[config.mk]
export PLATFORM = sky130hd
export DESIGN_NAME = bg_gauge
export DESIGN_NICKNAME = d
export VERILOG_FILES = /design/src/bg_pkg.sv /design/src/bg_gauge.sv
export VERILOG_INCLUDE_DIRS = /design/src /design/src/src
export SDC_FILE = /design/constraint.sdc
export NUM_CORES = 1
export LEC_CHECK = 0
export BUFFER_PORTS_ARGS = -buffer_cell sky130_fd_sc_hd__buf_4
export CORE_ASPECT_RATIO = 0.9
export CORE_MARGIN = 10
export CORE_UTILIZATION = 53
export CTS_BUF_LIST = sky130_fd_sc_hd__clkbuf_16
export DETAILED_ROUTE_END_ITERATION = 7
export PLACE_DENSITY = 0.7
export SLEW_MARGIN = 25
export SYNTH_ARGS = -nofsm -noshare
export SYNTH_HDL_FRONTEND = slang
export SYNTH_SLANG_ARGS = --single-unit
export TNS_END_PERCENT = 100
[constraint.sdc]
create_clock -name clk_i -period 3.2 [get_ports clk_i]
set_clock_uncertainty 0.2 [all_clocks]
set_input_delay 0.32 -clock clk_i [delete_from_list [all_inputs] [get_ports clk_i]]
set_output_delay 0.32 -clock clk_i [all_outputs]
set_load 0.02 [all_outputs]
[src/bg_map.svh]
// Purpose: register offsets, field positions, reset values and timings of the gauge
// Assumes: 20 MHz system clock
// Notes: definitions only
`ifndef BG_MAP_SVH
`define BG_MAP_SVH

// ****************************************
// register byte addresses
// ****************************************
`define BG_OFS_CELL_VOLTAGE 8'h02
`define BG_OFS_CHARGE_LEVEL 8'h04
`define BG_OFS_SPECIAL_CMD 8'h06
`define BG_OFS_REVISION 8'h08
`define BG_OFS_SETUP 8'h0C
`define BG_OFS_SYSTEM_CMD 8'hFE

// ****************************************
// setup register fields and reset value
// ****************************************
`define BG_SETUP_RESET 16'h971C
`define BG_SETUP_COMP_MSB 15
`define BG_SETUP_COMP_LSB 8
`define BG_SETUP_SLEEP_BIT 7
`define BG_SETUP_ALERT_BIT 5
`define BG_SETUP_THR_MSB 4
`define BG_SETUP_THR_LSB 0
`define BG_THR_BASE_PCT 8'h20

// ****************************************
// command values
// ****************************************
`define BG_CMD_QUICK_START 16'h4000
`define BG_CMD_FULL_RESET 16'h0054

// ****************************************
// timing
// ****************************************
`define BG_CLK_PERIOD_NS 50
`define BG_FIRST_AVG_MS 125
`define BG_AVG_MS 500
`define BG_BUS_SLEEP_MS 2000
`define BG_MS_TO_CYC(ms) ((ms) * (1000000 / `BG_CLK_PERIOD_NS))

`endif

[src/bg_pkg.sv]
// Purpose: shared types of the gauge control block
// Assumes: nothing
// Notes: constants live in bg_map.svh
package bg_pkg;

  // ****************************************
  // serial slave states
  // ****************************************
  typedef enum logic [3:0] {
    BG_IDLE = 4'b0000,
    BG_ADDR = 4'b0001,
    BG_ADDR_ACK = 4'b0010,
    BG_PTR = 4'b0011,
    BG_PTR_ACK = 4'b0100,
    BG_WDATA = 4'b0101,
    BG_WACK = 4'b0110,
    BG_RLOAD = 4'b0111,
    BG_RDATA = 4'b1000,
    BG_RACK = 4'b1001
  } bg_i2c_st_t;

endpackage : bg_pkg

[src/bg_gauge.sv]
// Purpose: host-facing control of a battery gauge: serial slave, registers, alert, sleep
// Assumes: scl/sda/restart pin asynchronous to clk_i; model and converter outside
// Notes: sda is open-drain, driven low while sda_oe_o is high
`timescale 1ns/1ns
`include "bg_map.svh"

// Contract
// - quick-start on pin rise or 4000h write
// - quick-start restarts calculation like power-up
// - power-up: first conversion gives first estimate
// - alert when charge below threshold
// - alert drives pin low, sets flag
// - pin low until host clears flag
// - rearm only after rising above threshold (code rearms on any awake result at or above it)
// - alert active from power-up
// - sleep keeps pending alert
// - both bus lines low long enters sleep
// - bus sleep wakes on line rising edge
// - sleep halts, wake resumes without reinit
// - sleep bit sleeps until cleared
// - 0054h to system command resets all
// - reset at last bit, no acknowledge
// - only whole 16-bit words valid
// - short writes discarded
// - reserved addresses read undefined
// - cell voltage holds 12-bit result
// - average 125ms first, then 500ms
// - full 500ms period after wake
// - per-register read/write access
// - threshold two's complement, 32% to 1%
module bg_gauge
  import bg_pkg::*;
#(
  parameter logic [6:0] SLAVE_ADDR = 7'h36,
  parameter logic [15:0] REVISION = 16'h0001, // arbitrary value
  parameter int unsigned FIRST_AVG_CYC = `BG_MS_TO_CYC(`BG_FIRST_AVG_MS),
  parameter int unsigned AVG_CYC = `BG_MS_TO_CYC(`BG_AVG_MS),
  parameter int unsigned BUS_SLEEP_CYC = `BG_MS_TO_CYC(`BG_BUS_SLEEP_MS)
) (
  // clock and reset
  input wire logic clk_i,
  input wire logic rst_n_i,
  // serial bus
  input wire logic scl_i,
  input wire logic sda_i,
  output logic sda_o,
  output logic sda_oe_o,
  // pins
  input wire logic restart_pin_i,
  output logic low_charge_alert_n_o,
  // converter and model
  input wire logic [11:0] adc_avg_i,
  input wire logic [15:0] soc_new_i,
  input wire logic soc_valid_i,
  output logic gauge_run_o,
  output logic gauge_restart_o,
  output logic first_estimate_o
);

  // ****************************************
  // reset and input synchronisers
  // ****************************************
  logic soft_rst_reg;
  logic rst;
  logic [2:0] scl_sync_reg;
  logic [2:0] sda_sync_reg;
  logic [2:0] qs_sync_reg;
  logic scl_f_reg, sda_f_reg, qs_f_reg;
  logic scl_q_reg, sda_q_reg, qs_q_reg;
  logic scl_rise, scl_fall, sda_rise, start_ev, stop_ev, qs_pin_rise;

  assign rst = ~rst_n_i | soft_rst_reg;

  always_ff @(posedge clk_i) begin
    if (rst) begin
      scl_sync_reg <= 3'h7;
      sda_sync_reg <= 3'h7;
      qs_sync_reg <= 3'h0;
      scl_f_reg <= 1'b1;
      sda_f_reg <= 1'b1;
      qs_f_reg <= 1'b0;
      scl_q_reg <= 1'b1;
      sda_q_reg <= 1'b1;
      qs_q_reg <= 1'b0;
    end else begin
      scl_sync_reg <= {scl_sync_reg[1:0], scl_i};
      sda_sync_reg <= {sda_sync_reg[1:0], sda_i};
      qs_sync_reg <= {qs_sync_reg[1:0], restart_pin_i};
      if (scl_sync_reg[1] == scl_sync_reg[2]) begin
        scl_f_reg <= scl_sync_reg[2];
      end
      if (sda_sync_reg[1] == sda_sync_reg[2]) begin
        sda_f_reg <= sda_sync_reg[2];
      end
      if (qs_sync_reg[1] == qs_sync_reg[2]) begin
        qs_f_reg <= qs_sync_reg[2];
      end
      scl_q_reg <= scl_f_reg;
      sda_q_reg <= sda_f_reg;
      qs_q_reg <= qs_f_reg;
    end
  end

  assign scl_rise = scl_f_reg & ~scl_q_reg;
  // fall taken as the filter settles: ack and data move before the next scl rise
  assign scl_fall = scl_f_reg & (scl_sync_reg[1] == scl_sync_reg[2]) & ~scl_sync_reg[2];
  assign sda_rise = sda_f_reg & ~sda_q_reg;
  assign start_ev = scl_f_reg & scl_q_reg & ~sda_f_reg & sda_q_reg;
  assign stop_ev = scl_f_reg & scl_q_reg & sda_f_reg & ~sda_q_reg;
  assign qs_pin_rise = qs_f_reg & ~qs_q_reg;

  // ****************************************
  // register state
  // ****************************************
  logic [11:0] cell_voltage_reg;
  logic [15:0] charge_level_reg;
  logic [7:0] comp_reg;
  logic sleep_bit_reg;
  logic alert_flag_reg;
  logic [4:0] alert_threshold_reg;
  logic [15:0] setup_view;
  logic [7:0] ptr_reg;
  logic [15:0] rd_mux;

  assign setup_view = {comp_reg, sleep_bit_reg, 1'b0, alert_flag_reg, alert_threshold_reg};

  always_comb begin
    unique case (ptr_reg)
      `BG_OFS_CELL_VOLTAGE: rd_mux = {cell_voltage_reg, 4'h0};
      `BG_OFS_CHARGE_LEVEL: rd_mux = charge_level_reg;
      `BG_OFS_REVISION: rd_mux = REVISION;
      `BG_OFS_SETUP: rd_mux = setup_view;
      default: rd_mux = 16'h0000;
    endcase
  end

  // ****************************************
  // serial slave
  // ****************************************
  bg_i2c_st_t st_reg;
  logic [3:0] bit_cnt_reg;
  logic [7:0] shift_reg;
  logic [7:0] tx_reg;
  logic [7:0] hi_byte_reg;
  logic [7:0] rd_lo_reg;
  logic byte_sel_reg;
  logic rw_reg;
  logic sda_oe_reg;
  logic wr_stb_reg;
  logic [7:0] wr_addr_reg;
  logic [15:0] wr_data_reg;
  logic [7:0] byte_now;
  logic full_reset_hit;

  assign byte_now = {shift_reg[6:0], sda_f_reg};
  assign full_reset_hit = (st_reg == BG_WDATA) && scl_rise && (bit_cnt_reg == 4'h7) &&
                          byte_sel_reg && (ptr_reg == `BG_OFS_SYSTEM_CMD) &&
                          ({hi_byte_reg, byte_now} == `BG_CMD_FULL_RESET);

  // full reset fires on the last data bit, before any acknowledge
  always_ff @(posedge clk_i) begin
    if (!rst_n_i) begin
      soft_rst_reg <= 1'b0;
    end else begin
      soft_rst_reg <= full_reset_hit;
    end
  end

  always_ff @(posedge clk_i) begin
    wr_stb_reg <= 1'b0;
    if (rst) begin
      st_reg <= BG_IDLE;
      bit_cnt_reg <= 4'h0;
      shift_reg <= 8'h00;
      tx_reg <= 8'h00;
      hi_byte_reg <= 8'h00;
      rd_lo_reg <= 8'h00;
      byte_sel_reg <= 1'b0;
      rw_reg <= 1'b0;
      sda_oe_reg <= 1'b0;
      ptr_reg <= 8'h00;
      wr_addr_reg <= 8'h00;
      wr_data_reg <= 16'h0000;
    end else if (start_ev) begin
      st_reg <= BG_ADDR;
      bit_cnt_reg <= 4'h0;
      byte_sel_reg <= 1'b0;
      sda_oe_reg <= 1'b0;
    end else if (stop_ev) begin
      st_reg <= BG_IDLE;
      sda_oe_reg <= 1'b0;
    end else begin
      unique case (st_reg)
        BG_IDLE: begin
          sda_oe_reg <= 1'b0;
        end
        BG_ADDR, BG_PTR, BG_WDATA: begin
          if (scl_rise) begin
            shift_reg <= byte_now;
            bit_cnt_reg <= bit_cnt_reg + 4'h1;
          end else if (scl_fall && bit_cnt_reg == 4'h8) begin
            bit_cnt_reg <= 4'h0;
            sda_oe_reg <= 1'b1;
            if (st_reg == BG_ADDR) begin
              if (shift_reg[7:1] == SLAVE_ADDR) begin
                rw_reg <= shift_reg[0];
                st_reg <= BG_ADDR_ACK;
              end else begin
                sda_oe_reg <= 1'b0;
                st_reg <= BG_IDLE;
              end
            end else if (st_reg == BG_PTR) begin
              ptr_reg <= shift_reg;
              byte_sel_reg <= 1'b0;
              st_reg <= BG_PTR_ACK;
            end else if (!byte_sel_reg) begin
              hi_byte_reg <= shift_reg;
              byte_sel_reg <= 1'b1;
              st_reg <= BG_WACK;
            end else begin
              wr_stb_reg <= 1'b1;
              wr_addr_reg <= ptr_reg;
              wr_data_reg <= {hi_byte_reg, shift_reg};
              ptr_reg <= ptr_reg + 8'h02;
              byte_sel_reg <= 1'b0;
              st_reg <= BG_WACK;
            end
          end
        end
        BG_ADDR_ACK: begin
          if (scl_fall) begin
            sda_oe_reg <= 1'b0;
            st_reg <= rw_reg ? BG_RLOAD : BG_PTR;
          end
        end
        BG_PTR_ACK, BG_WACK: begin
          if (scl_fall) begin
            sda_oe_reg <= 1'b0;
            st_reg <= BG_WDATA;
          end
        end
        BG_RLOAD: begin
          tx_reg <= rd_mux[15:8];
          rd_lo_reg <= rd_mux[7:0];
          sda_oe_reg <= ~rd_mux[15];
          bit_cnt_reg <= 4'h0;
          st_reg <= BG_RDATA;
        end
        BG_RDATA: begin
          if (scl_rise) begin
            bit_cnt_reg <= bit_cnt_reg + 4'h1;
          end else if (scl_fall) begin
            if (bit_cnt_reg == 4'h8) begin
              sda_oe_reg <= 1'b0;
              st_reg <= BG_RACK;
            end else begin
              tx_reg <= {tx_reg[6:0], 1'b0};
              sda_oe_reg <= ~tx_reg[6];
            end
          end
        end
        BG_RACK: begin
          if (scl_rise && sda_f_reg) begin
            st_reg <= BG_IDLE;
          end else if (scl_fall) begin
            bit_cnt_reg <= 4'h0;
            if (!byte_sel_reg) begin
              byte_sel_reg <= 1'b1;
              tx_reg <= rd_lo_reg;
              sda_oe_reg <= ~rd_lo_reg[7];
              st_reg <= BG_RDATA;
            end else begin
              byte_sel_reg <= 1'b0;
              ptr_reg <= ptr_reg + 8'h02;
              st_reg <= BG_RLOAD;
            end
          end
        end
        default: begin
          st_reg <= BG_IDLE;
        end
      endcase
    end
  end

  // ****************************************
  // sleep control
  // ****************************************
  logic [25:0] idle_cnt_reg;
  logic bus_sleep_reg;
  logic asleep;

  always_ff @(posedge clk_i) begin
    if (rst) begin
      idle_cnt_reg <= 26'h0000000;
      bus_sleep_reg <= 1'b0;
    end else if (bus_sleep_reg) begin
      idle_cnt_reg <= 26'h0000000;
      if (scl_rise || sda_rise) begin
        bus_sleep_reg <= 1'b0;
      end
    end else if (!scl_f_reg && !sda_f_reg) begin
      if (idle_cnt_reg >= 26'(BUS_SLEEP_CYC - 1)) begin
        bus_sleep_reg <= 1'b1;
      end else begin
        idle_cnt_reg <= idle_cnt_reg + 26'h0000001;
      end
    end else begin
      idle_cnt_reg <= 26'h0000000;
    end
  end

  assign asleep = bus_sleep_reg | sleep_bit_reg;

  // ****************************************
  // software-written registers and commands
  // ****************************************
  logic qs_cmd_reg;
  logic alert_set;
  logic setup_wr;

  assign setup_wr = wr_stb_reg && (wr_addr_reg == `BG_OFS_SETUP);

  always_ff @(posedge clk_i) begin
    if (rst) begin
      comp_reg <= 8'(`BG_SETUP_RESET >> `BG_SETUP_COMP_LSB);
      sleep_bit_reg <= 1'(`BG_SETUP_RESET >> `BG_SETUP_SLEEP_BIT);
      alert_threshold_reg <= 5'(`BG_SETUP_RESET >> `BG_SETUP_THR_LSB);
    end else if (setup_wr) begin
      comp_reg <= wr_data_reg[`BG_SETUP_COMP_MSB:`BG_SETUP_COMP_LSB];
      sleep_bit_reg <= wr_data_reg[`BG_SETUP_SLEEP_BIT];
      alert_threshold_reg <= wr_data_reg[`BG_SETUP_THR_MSB:`BG_SETUP_THR_LSB];
    end
  end

  // quick-start command; other special values are ignored
  always_ff @(posedge clk_i) begin
    if (rst) begin
      qs_cmd_reg <= 1'b0;
    end else begin
      qs_cmd_reg <= wr_stb_reg && (wr_addr_reg == `BG_OFS_SPECIAL_CMD) &&
                    (wr_data_reg == `BG_CMD_QUICK_START);
    end
  end

  // ****************************************
  // conversion timing and model hand-off
  // ****************************************
  logic [25:0] conv_cnt_reg;
  logic first_reg;
  logic restart_now;
  logic conv_done;

  assign restart_now = qs_cmd_reg | qs_pin_rise;
  assign conv_done = !asleep && (conv_cnt_reg == 26'h0000000);

  always_ff @(posedge clk_i) begin
    if (rst || restart_now) begin
      conv_cnt_reg <= 26'(FIRST_AVG_CYC - 1);
      first_reg <= 1'b1;
      cell_voltage_reg <= 12'h000;
    end else if (asleep) begin
      conv_cnt_reg <= 26'(AVG_CYC - 1);
    end else if (conv_done) begin
      conv_cnt_reg <= 26'(AVG_CYC - 1);
      first_reg <= 1'b0;
      cell_voltage_reg <= adc_avg_i;
    end else begin
      conv_cnt_reg <= conv_cnt_reg - 26'h0000001;
    end
  end

  always_ff @(posedge clk_i) begin
    if (rst) begin
      gauge_restart_o <= 1'b1;
      first_estimate_o <= 1'b0;
      gauge_run_o <= 1'b0;
    end else begin
      gauge_restart_o <= restart_now;
      first_estimate_o <= conv_done && first_reg;
      gauge_run_o <= ~asleep;
    end
  end

  // model results are taken only while awake; state is kept across sleep
  always_ff @(posedge clk_i) begin
    if (rst || restart_now) begin
      charge_level_reg <= 16'h0000;
    end else if (soc_valid_i && !asleep) begin
      charge_level_reg <= soc_new_i;
    end
  end

  // ****************************************
  // low-charge alert
  // ****************************************
  logic armed_reg;
  logic [7:0] thr_pct;
  logic below;

  assign thr_pct = `BG_THR_BASE_PCT - {3'h0, alert_threshold_reg};
  assign below = soc_new_i[15:8] < thr_pct;
  assign alert_set = soc_valid_i && !asleep && below && armed_reg;

  always_ff @(posedge clk_i) begin
    if (rst) begin
      armed_reg <= 1'b1;
    end else if (soc_valid_i && !asleep) begin
      if (alert_set) begin
        armed_reg <= 1'b0;
      end else if (!below) begin
        armed_reg <= 1'b1;
      end
    end
  end

  always_ff @(posedge clk_i) begin
    if (rst) begin
      alert_flag_reg <= 1'b0;
    end else if (alert_set) begin
      alert_flag_reg <= 1'b1;
    end else if (setup_wr) begin
      alert_flag_reg <= alert_flag_reg & wr_data_reg[`BG_SETUP_ALERT_BIT];
    end
  end

  // pin follows the flag only; sleep does not touch it
  always_ff @(posedge clk_i) begin
    if (rst) begin
      low_charge_alert_n_o <= 1'b1;
    end else begin
      low_charge_alert_n_o <= ~alert_flag_reg;
    end
  end

  // ****************************************
  // bus pin drivers
  // ****************************************
  always_ff @(posedge clk_i) begin
    if (rst) begin
      sda_o <= 1'b0;
      sda_oe_o <= 1'b0;
    end else begin
      sda_o <= 1'b0;
      sda_oe_o <= sda_oe_reg;
    end
  end

endmodule : bg_gauge

; ---- Word level (Yosys, flattened, before mapping)
; Index checks and enable logic that the tools add are counted.
[word_totals]
latchBits = 0
word_cells = 254
mem_bits_ro = 0
memories = 0
out_inout_bits = 6
reg_bits = 195
inputBits = 34
mem_bits_rw = 0
[op_classes]
div = 0
magnitude_cmp = 2
shifts = 0
reduce_logical = 50
n_eq_ne = 50
n_addsub = 5
mul = 0
muxes = 70
n_bitwise = 35
[op_table]
columns = cell, n
row1 = two-way mux 4 bit, 16
row2 = case mux 16 bit (4 select lines), 1
row3 = two-way mux 8 bit, 7
row4 = two-way mux 24 bit, 2
row5 = two-way mux 7 bit, 6
row6 = AND reduction 9 bit, 4
row7 = two-way mux 1 bit, 29
row8 = "inequality test 2 bit, second input constant", 14
row9 = "inequality test 4 bit, second input constant", 7
row10 = case mux 4 bit (7 select lines), 1
row11 = "adder 26 x 1 -> 26 bit, second input constant", 1
row12 = "greater-or-equal comparator 26 bit, second input constant", 1
row13 = logical NOT 26 bit, 1
row14 = "subtractor 26 x 1 -> 26 bit, second input constant", 1
row15 = "equality test 8 x 4 -> 1 bit, second input constant", 3
row16 = AND reduction 8 bit, 3
row17 = inverter 1 bit, 21
row18 = case mux 7 bit (3 select lines), 1
row19 = "equality test 4 x 3 -> 1 bit, second input constant", 5
row20 = "equality test 16 x 15 -> 1 bit, second input constant", 1
row21 = "equality test 16 x 7 -> 1 bit, second input constant", 1
row22 = "equality test 8 x 3 -> 1 bit, second input constant", 2
row23 = logical AND 1 bit, 16
row24 = case mux 4 bit (4 select lines), 1
row25 = 36 further kinds, 67

; ---- Logic depth before layout (Yosys ltp)
; Gate-level depths: netlist (run 1).
[depth]
word_depth = 9
depth_mapped = 10
depth_no_buf = 10

; ---- Worst setup path after synthesis (run 1)
; Ideal clock, no wire load.
[synth_path]
path_kind = flip-flop to flip-flop
startpoint = register ptr_reg[5]
endpoint = register rd_lo_reg[0]
arrival_ns = 1.946
path_slack_ns = 0.985
path_stages_with_launch = 7
synth_period_minus_slack_ns = 2.215
required_time_ns = 2.930
cell_sequence = dfxtp_1 > or4_1 > buf_6 > or2_0 > clkbuf_2 > or4_1 > a21oi_1
[synth_via]
elab_chain_cells = 2
[synth_lines]
columns = item, line
row1 = "start, declared", bg_gauge.sv:122  ; logic [7:0] ptr_reg;
row2 = "start signal, assigned", bg_gauge.sv:213  ; ptr_reg <= shift_reg;
row3 = "start signal, assigned", bg_gauge.sv:224  ; ptr_reg <= ptr_reg + 8'h02;
row4 = "start signal, assigned", bg_gauge.sv:274  ; ptr_reg <= ptr_reg + 8'h02;
row5 = "equality test 8 x 4 -> 1 bit, or another cell as far along", bg_gauge.sv:128  ; unique case (ptr_reg)
row6 = case mux 16 bit (4 select lines) (*), bg_gauge.sv:128
row7 = "end signal, assigned", bg_gauge.sv:244  ; rd_lo_reg <= rd_mux[7:0];
row8 = "end, declared", bg_gauge.sv:145  ; logic [7:0] rd_lo_reg;
; Mark *: on every way between the ends. The rest lies on a longest branch, timed or not.
; A chain may end at the register's enable or synchronous reset.

; ---- Final worst setup path (run 1)
[layout_path]
startpoint = register scl_f_reg
endpoint = register ptr_reg[1]
[layout_via]
elab_chain_cells = 5
[layout_lines]
columns = item, line
row1 = "start, declared", bg_gauge.sv:68  ; logic scl_f_reg, sda_f_reg, qs_f_reg;
row2 = "start signal, assigned", bg_gauge.sv:90  ; scl_f_reg <= scl_sync_reg[2];
row3 = AND 1 bit (on tied branches) (2 in a row), "bg_gauge.sv:106, bg_gauge.sv:108, bg_gauge.sv:109"
row4 = "logical AND 1 bit, or another cell as far along", bg_gauge.sv:201  ; end else if (scl_fall && bit_cnt_reg == 4'h8) begin
row5 = inequality test 2 bit (no line) / inverter 1 bit (equally long branches), -
row6 = AND reduction 8 bit (no line) (*), -
; Marks and branches as above.

==> qor.yml, run 1 <==
dieArea_um2: 22400
syn2layout_area_growth_pct: 14.7
period_share_pct: 84.7
ant_nets: 0
gp_congestion: 0.923
maxSlewViolCount: 0
start_util_pct: 54.6
final_cell_mix: "dfxtp_1 (195), nor2_1 (138), nand2_1 (112)"
p_total_mw: 4.80
p_comb_share_pct: 3.4
wl_mm: 21.5
synth_seq_cells: 195
cts_tree: "done"
setup_ws_ns: 0.488
setup_violations: 0
place_area_um2: 9300
yosysSeqAreaShare_pct: 43.9
ios: 40
setup_tns_ns: 0
synth_flop_cell: "dfxtp_1"
finalCriticalPeriod_ns: 2.71
start_kind: "flip-flop"
grt_max_degree: 62
rsz0062_at_grt: "false"
ir_worst_vdd_v: 0.000409
fp.dieH_um: 143
ys_async_sr_fraction_pct: 0
drt_iter0_drc: 608
dieWidth_um: 157
fmax_mhz: 369
clk_latency_ns: 0.44
finalNetCount: 1123
hp-class: "primary input to flip-flop"
regArea_um2: 3900
drv_cap: 0
cts_root_buf: "clkbuf_16"
io_buffer_count: 38
grt_pass1_vias: 6871
fillers: 1392
ys_warn_count: 0
grt_overflow: 0
crit_type: "flip-flop to flip-flop"
timing.final.hold_violations: 0
cts_resized: 0
grt_usage_pct: 19.5
maxSlewHeadroom_pct: 32.8
p_seq_share_pct: 51.3
fin_area_um2: 10200
arrival_ns: 2.88
syn_nets: 1076
synth_area_per_cell_um2: 8.64
synthDistinctLibCells: 78
postCtsSetupRepairBufs: 0
htree_levels: 4
synth-edff-count: 0
endpoint_kind: "flip-flop"
num_vias: 7464
worstMarginPinSlew_ns: 1.00
cellPowerDensity_nw_per_um2: 470
netlist_instances: 1030
first_pass_iters: 6
leakage_nw: 3.90
antenna_found_initial: 1
internal_power_mw: 3.70
power.switching_mw: 1.10
synthesis.area_um2: 8890
wl_per_cell_um: 16.6
clk_pin_slew_ns: 0.07
place_ws_ns: 0.531
drcViolationCount: 0
cp.required_ns: 3.37
via_per_inst: 5.75
p_sw_share_pct: 22.9
numCtsBuffers: 17
run_status: "complete, no violations"
fp.coreArea_um2: 16300
multi_input_area_um2: 4650
clockBufferDepth: 2
place_hpwl_mm: 14.7
clkSinkCount: 195
grt_pass1_wl_mm: 35.5
rows: 44
clkPwrFrac_pct: 45.2
path_max_fanout: 15
drive_above_1_share_pct: 9.36
final_common_cell: "dfxtp_1"
worst max-delay path: stages, from the launching register on:
cell	delay, ns
dfxtp_1	0.56
or3b_1	0.50
o211ai_1	0.29
o2111a_1	0.33
nand2_1	0.26
or2_2	0.37
a21oi_1	0.13
power groups by stage:
stage,Sequential [mW],Combinational (mW),Clock [mW]
floorplan,2.51,0.0720,0
global placement,2.52,0.130,0
detailed placement,2.52,0.131,0
CTS,2.46,0.162,2.20
global route,2.46,0.180,2.30
finish,2.46,0.164,2.17
area by class of cell:
type | count | share of cell area, %
Inverter | 18 | 0.662
Tap cell | 207 | 2.54
Multi-Input combinational cell | 761 | 45.6
Clock inverter | 15 | 1.67
Sequential cell | 195 | 38.3
Antenna cell | 1 | 0.0245
Timing Repair Buffer | 84 | 7.06
Clock buffer | 17 | 4.17
final timing paths:
| path | from | slack [ns] | depth (start not counted) | end |
|---|---|---|---|---|
| setup / recovery | scl_f_reg | 0.49 | 6 | ptr_reg[1] |
| hold / removal | rst_n_i | 0.08 | 3 | qs_f_reg |
| setup reg to reg | scl_f_reg | 0.49 | 6 | ptr_reg[1] |
| hold reg to reg | scl_sync_reg[0] | 0.21 | 1 | scl_sync_reg[1] |
metal layers:
metal / GRT usage, % / routed length, µm / share of wire, %
met5: 0 / 13 / 0.060
met4: 5.46 / 277 / 1.3
met3: 4.41 / 1210 / 5.6
met2: 30.1 / 9850 / 46
met1: 26.6 / 10100 / 47
through the flow:
step	hold WS (ns)	instances	util [%]
5_1_grt	0.105	1297	62.6
6_report	0.0781	1298	62.6
3_3_place_gp	0.190	1234	57.0
4_1_cts	0.0684	1297	62.6
2_1_floorplan	0.167	1030	-
3_5_place_dp	0.194	1234	57.0
kinds of logic (layout without fill, tap and decap cells):
group / Yosys count / count (layout) / synth area share (%)
multiplexers: 65 / 65 / 7.33
XOR/XNOR: 48 / 48 / 4.73
other: 1 / 2 / 0.0422
adder cells (fa/ha/maj): 13 / 13 / 1.80
buffers and inverters: 74 / 134 / 3.84
AO/OA/AOI/OAI: 195 / 195 / 13.9
AND/OR/NAND/NOR: 439 / 439 / 24.4
flip-flops: 195 / 195 / 43.9
timing repair:
item,in CTS,in global routing
hold endpoints to repair,31,0
hold buffers,31,0
endpoints found under the setup margin,0,0
synth_stat cells (5+ instances only):
cell       instances  area [µm²]
o211ai_1           9        67.6
buf_1              7        26.3
and3_1             9        56.3
dfxtp_1          195        3900
nand2b_1          17         106
buf_6              6        67.6
o21ai_0           39         195
nand2_1          112         420
nor2b_1           12        75.1
nor2_1           138         518
clkbuf_1          32         120
a21oi_1           67         335
or4_1              6        45.0
o22ai_1            9        56.3
a2bb2oi_1          7        61.3
inv_1             18        67.6
buf_2              8        40.0
nand4_1            5        31.3
nor4_1            15        93.8
a211oi_1           5        37.5
nor3b_1            7        52.6
xor2_1             9        78.8
a22oi_1            9        67.6
nand3_1           28         140
xnor2_1           39         342
nor3_1            36         180
a22o_1             5        43.8
nor4b_1            5        43.8
ha_1              12         150
and2_1            10        62.6
mux2i_1           64         641
or3_1              9        56.3
(Power assumes the default switching activity.)
==> run 2: changes to the inputs <==
==> constraint.sdc (replaced) <==
create_clock -name clk_i -period 2.8 [get_ports clk_i]
set_clock_uncertainty 0.2 [all_clocks]
set_input_delay 0.28 -clock clk_i [delete_from_list [all_inputs] [get_ports clk_i]]
set_output_delay 0.28 -clock clk_i [all_outputs]
set_load 0.02 [all_outputs]
==> qor.yml, run 2 (synthesis results as in run 1) <==
numCtsBuffers: 17
path_max_fanout: 13
timing.rr.end: "rd_lo_reg[0]"
cts_tree: "done"
clk_pin_slew_ns: 0.07
maxSlewHeadroom_pct: 34.4
p_comb_share_pct: 3.5
dieWidth_um: 157
fmax_mhz: 392
fillers: 1385
whs_path_depth: 3
clkPwrFrac_pct: 45.2
slowest_delay_ns: 0.58
utilization_pct: 63.3
drcViolationCount: 0
place_ws_ns: 0.307
hold_end: "qs_f_reg"
crit_type: "flip-flop to flip-flop"
grt_overflow: 0
drt_iter0_drc: 582
cpLargestDelayFamily: "simple AND/OR/NAND/NOR gates"
period_share_pct: 91.1
clk_latency_ns: 0.44
num_antenna_cells: 0
ant_nets: 0
grt_pass1_wl_mm: 36.3
timing.final.hold_violations: 0
internal_power_mw: 4.23
endpoint_kind: "flip-flop"
hp-class: "primary input to flip-flop"
via_per_inst: 5.77
rsz0062_at_grt: "false"
r2r_cells: 5
clockBufferDepth: 2
maxSlewViolCount: 0
finalCriticalPeriod_ns: 2.55
htree_levels: 4
wl_met2_mm: 10.2
leakage_nw: 3.96
postCtsSetupRepairBufs: 0
start_util_pct: 54.6
layout.cells.non_filler: 1307
hold_start: "rst_n_i"
final_common_cell: "dfxtp_1"
wl_per_cell_um: 16.9
finalNetCount: 1133
arrival_ns: 2.72
cp.required_ns: 2.97
reg2reg_from: "ptr_reg[2]"
drive_above_1_share_pct: 10.3
ir_worst_vdd_v: 0.000533
first_pass_iters: 8
antenna_found_initial: 0
wirelength_met1_mm: 10.4
critPathSlowestCell: "or3b_2"
grt_usage_pct: 19.8
grt_max_degree: 62
clkSinkCount: 195
fp.coreArea_um2: 16300
run_status: "complete, no violations"
rows: 44
fp.dieH_um: 143
highest_layer: "met4"
syn2layout_area_growth_pct: 15.9
setup_violations: 0
setup_ws_ns: 0.250
ios: 40
wl_mm: 22.1
drv_cap: 0
dieArea_um2: 22400
io_buffer_count: 38
gp_congestion: 0.926
worst-path-buf-inv: 0
setup_tns_ns: 0
start_kind: "flip-flop"
grt_pass1_vias: 7099
p_sw_share_pct: 22.7
power.switching_mw: 1.24
final_cell_mix: "dfxtp_1 (195), nor2_1 (138), nand2_1 (112)"
r2r_slack_ns: 0.25
cts_root_buf: "clkbuf_16"
num_vias: 7535
place_inst: 1244
place_hpwl_mm: 15.1
cellPowerDensity_nw_per_um2: 531
wl_met3_mm: 1.28
crit_chain: "or3b_2 > a211oi_2 > nand2_2 > or4_1 > a21oi_1"
p_seq_share_pct: 51.4
worstMarginPinSlew_ns: 0.977
==> run 2: final cells by class <==
cell class | count | area [µm²] | area share (%)
multi-input cells | 761 | 4660 | 45.2
flip-flops and latches | 195 | 3900 | 37.9
repair buffers | 94 | 808 | 7.84
clock buffers | 17 | 425 | 4.13
well taps | 207 | 259 | 2.51
clock inverters | 15 | 183 | 1.77
inverters | 18 | 67.6 | 0.655
==> run 2: power groups by stage <==
stage / Clock (mW) / Combinational (mW) / Sequential [mW]
floorplan: 0 / 0.0822 / 2.87
global placement: 0 / 0.152 / 2.88
detailed placement: 0 / 0.152 / 2.88
CTS: 2.50 / 0.188 / 2.81
global route: 2.63 / 0.209 / 2.81
finish: 2.47 / 0.190 / 2.81
==> run 2: how the worst max path moves through the flow <==
stage / from / endpoint / slack, ns / depth (start not counted)
floorplan: ptr_reg[5] / rd_lo_reg[0] / 0.58 / 6
global placement: ptr_reg[2] / rd_lo_reg[0] / 0.32 / 5
detailed placement: ptr_reg[5] / rd_lo_reg[0] / 0.31 / 5
CTS: ptr_reg[5] / rd_lo_reg[0] / 0.29 / 5
global route: ptr_reg[5] / tx_reg[4] / 0.12 / 6
finish: ptr_reg[2] / rd_lo_reg[0] / 0.25 / 5
==> run 2: routing by layer <==
layer | up-vias | GRT usage (%)
met1 | 3545 | 26.9
met3 | 26 | 4.50
met5 | - | 0
met4 | 0 | 5.76
met2 | 232 | 30.8
li1 | 3732 | -
==> run 2: tightest hold or removal path: cells and delay by family <==
family	cells	cell delay [ns]
buffers and inverters	1	0.12
AO/OA/AOI/OAI	1	0.06
AND/OR/NAND/NOR	1	0.16
==> run 2: per-stage QoR <==
step | hold slack, ns | power, mW | instance area [µm²]
floorplan | 0.167 | 2.96 | 8890
global placement | 0.195 | 3.03 | 9380
detailed placement | 0.201 | 3.03 | 9380
CTS | 0.0320 | 5.50 | 10300
global route | 0.0351 | 5.66 | 10300
finish | 0.0287 | 5.48 | 10300
==> run 2: timing repair <==
action                     CTS  global route
resized for setup            0             1
hold buffers                31             0
setup endpoints to repair    0             1
hold endpoints to repair    31             0
==> run 3: changes to the inputs <==
--- a/config.mk
+++ b/config.mk
@@ -12,6 +12,7 @@
 export CORE_UTILIZATION = 53
 export CTS_BUF_LIST = sky130_fd_sc_hd__clkbuf_16
 export DETAILED_ROUTE_END_ITERATION = 7
+export MAX_ROUTING_LAYER = met4
 export PLACE_DENSITY = 0.7
 export SLEW_MARGIN = 25
 export SYNTH_ARGS = -nofsm -noshare
==> qor.yml, run 3 (synthesis results as in run 1) <==
grt_pass1_wl_mm: 36.4
fillers: 1402
numCtsBuffers: 17
endpoint_kind: "flip-flop"
grt_overflow: 0
place_inst: 1243
path_max_fanout: 7
ios: 40
drt_iter0_drc: 763
dieArea_um2: 22400
crit_type: "flip-flop to flip-flop"
syn2layout_area_growth_pct: 15.3
place_ws_ns: 0.284
num_antenna_cells: 0
run_status: "complete, no violations"
grt_max_degree: 62
ant_nets: 0
maxSlewHeadroom_pct: 36.3
dieWidth_um: 157
drive_above_1_share_pct: 10.2
drcViolationCount: 0
cp.required_ns: 2.97
maxSlewViolCount: 0
antenna_found_initial: 0
wl_mm: 21.7
num_vias: 7545
clockBufferDepth: 2
cts_root_buf: "clkbuf_16"
cts_tree: "done"
fp.dieH_um: 143
grt_pass1_vias: 7122
cts_resized: 0
clkSinkCount: 195
start_kind: "flip-flop"
via_per_inst: 5.78
htree_levels: 4
place_hpwl_mm: 15.0
hp-class: "primary input to flip-flop"
drv_cap: 0
worstMarginPinSlew_ns: 0.951
clk_latency_ns: 0.44
start_util_pct: 54.6
finalCriticalPeriod_ns: 2.59
clk_pin_slew_ns: 0.08
gp_congestion: 0.925
period_share_pct: 92.7
leakage_nw: 3.95
timing.final.hold_violations: 0
place_area_um2: 9380
first_pass_iters: 6
final_common_cell: "dfxtp_1"
final_cell_mix: "dfxtp_1 (195), nor2_1 (138), nand2_1 (112)"
fmax_mhz: 385
ir_worst_vdd_v: 0.000399
cellPowerDensity_nw_per_um2: 523
wl_per_cell_um: 16.6
setup_ws_ns: 0.205
setup_violations: 0
arrival_ns: 2.76
grt_usage_pct: 20.4
fin_area_um2: 10300
timing.hold.ws_ns: 0.0221
layout.cells.non_filler: 1306
rsz0062_at_grt: "false"
finalNetCount: 1132
io_buffer_count: 38
fp.coreArea_um2: 16300
setup_tns_ns: 0
rows: 44
run 3: cell types whose count changed in the layout (fill, tap and decap cells not counted), sizes merged:
| cell | change |
|---|---|
| clkinvlp | -3 |
| bufinv | -2 |
| buf | -1 |
| inv | +6 |
| clkinv | -1 |
run 3: stage by stage:
stage / util (%) / total power [mW]
floorplan: - / 2.96
global placement: 57.5 / 3.03
detailed placement: 57.5 / 3.03
CTS: 62.9 / 5.39
global route: 63.0 / 5.54
finish: 63.0 / 5.36
run 3: what timing repair did:
action                                 4_1_cts  5_1_grt
endpoints found under the hold margin       31        0
setup buffers                                0        0
hold buffers                                31        0
run 3: critical path: stages, from the launching register on:
cell and delay [ns]:
dfxtp_1 0.37, or4_1 0.72, a211oi_2 0.40, nand2_2 0.19
or4_1 0.50, a21oi_1 0.14
run 3: final cells by class:
class,instances,area (µm²),area share [%]
multi-input combinational,761,4660,45.4
clock buffer,17,425,4.15
tap,207,259,2.52
timing repair buffer,93,801,7.80
sequential,195,3900,38.0
clock inverter,15,145,1.41
inverter,18,67.6,0.659
run 3: per-layer routing:
layer / part of all wire [%] / vias up / track usage [%]
li1: - / 3737 / -
met1: 47 / 3590 / 27.4
met2: 47 / 194 / 31.3
met3: 5.0 / 24 / 3.63
met4: 1.1 / 0 / 4.91
met5: 0 / - / -
run 3: where the power goes:
group | leakage [nW] | total, mW | switching, mW | internal [mW]
sequential | 1.58 | 2.81 | 0.0150 | 2.80
combinational | 2.09 | 0.189 | 0.0965 | 0.0924
clock | 0.286 | 2.36 | 1.18 | 1.19
total | 3.95 | 5.36 | 1.29 | 4.07
run 3: worst paths after layout:
| path | start | to | cells past startpoint | slack, ns |
|---|---|---|---|---|
| setup reg to reg | ptr_reg[5] | rd_lo_reg[0] | 5 | 0.21 |
| hold / removal | rst_n_i | qs_f_reg | 3 | 0.02 |
| hold reg to reg | conv_cnt_reg[0] | conv_cnt_reg[0] | 1 | 0.21 |
| setup / recovery | ptr_reg[5] | rd_lo_reg[0] | 5 | 0.21 |
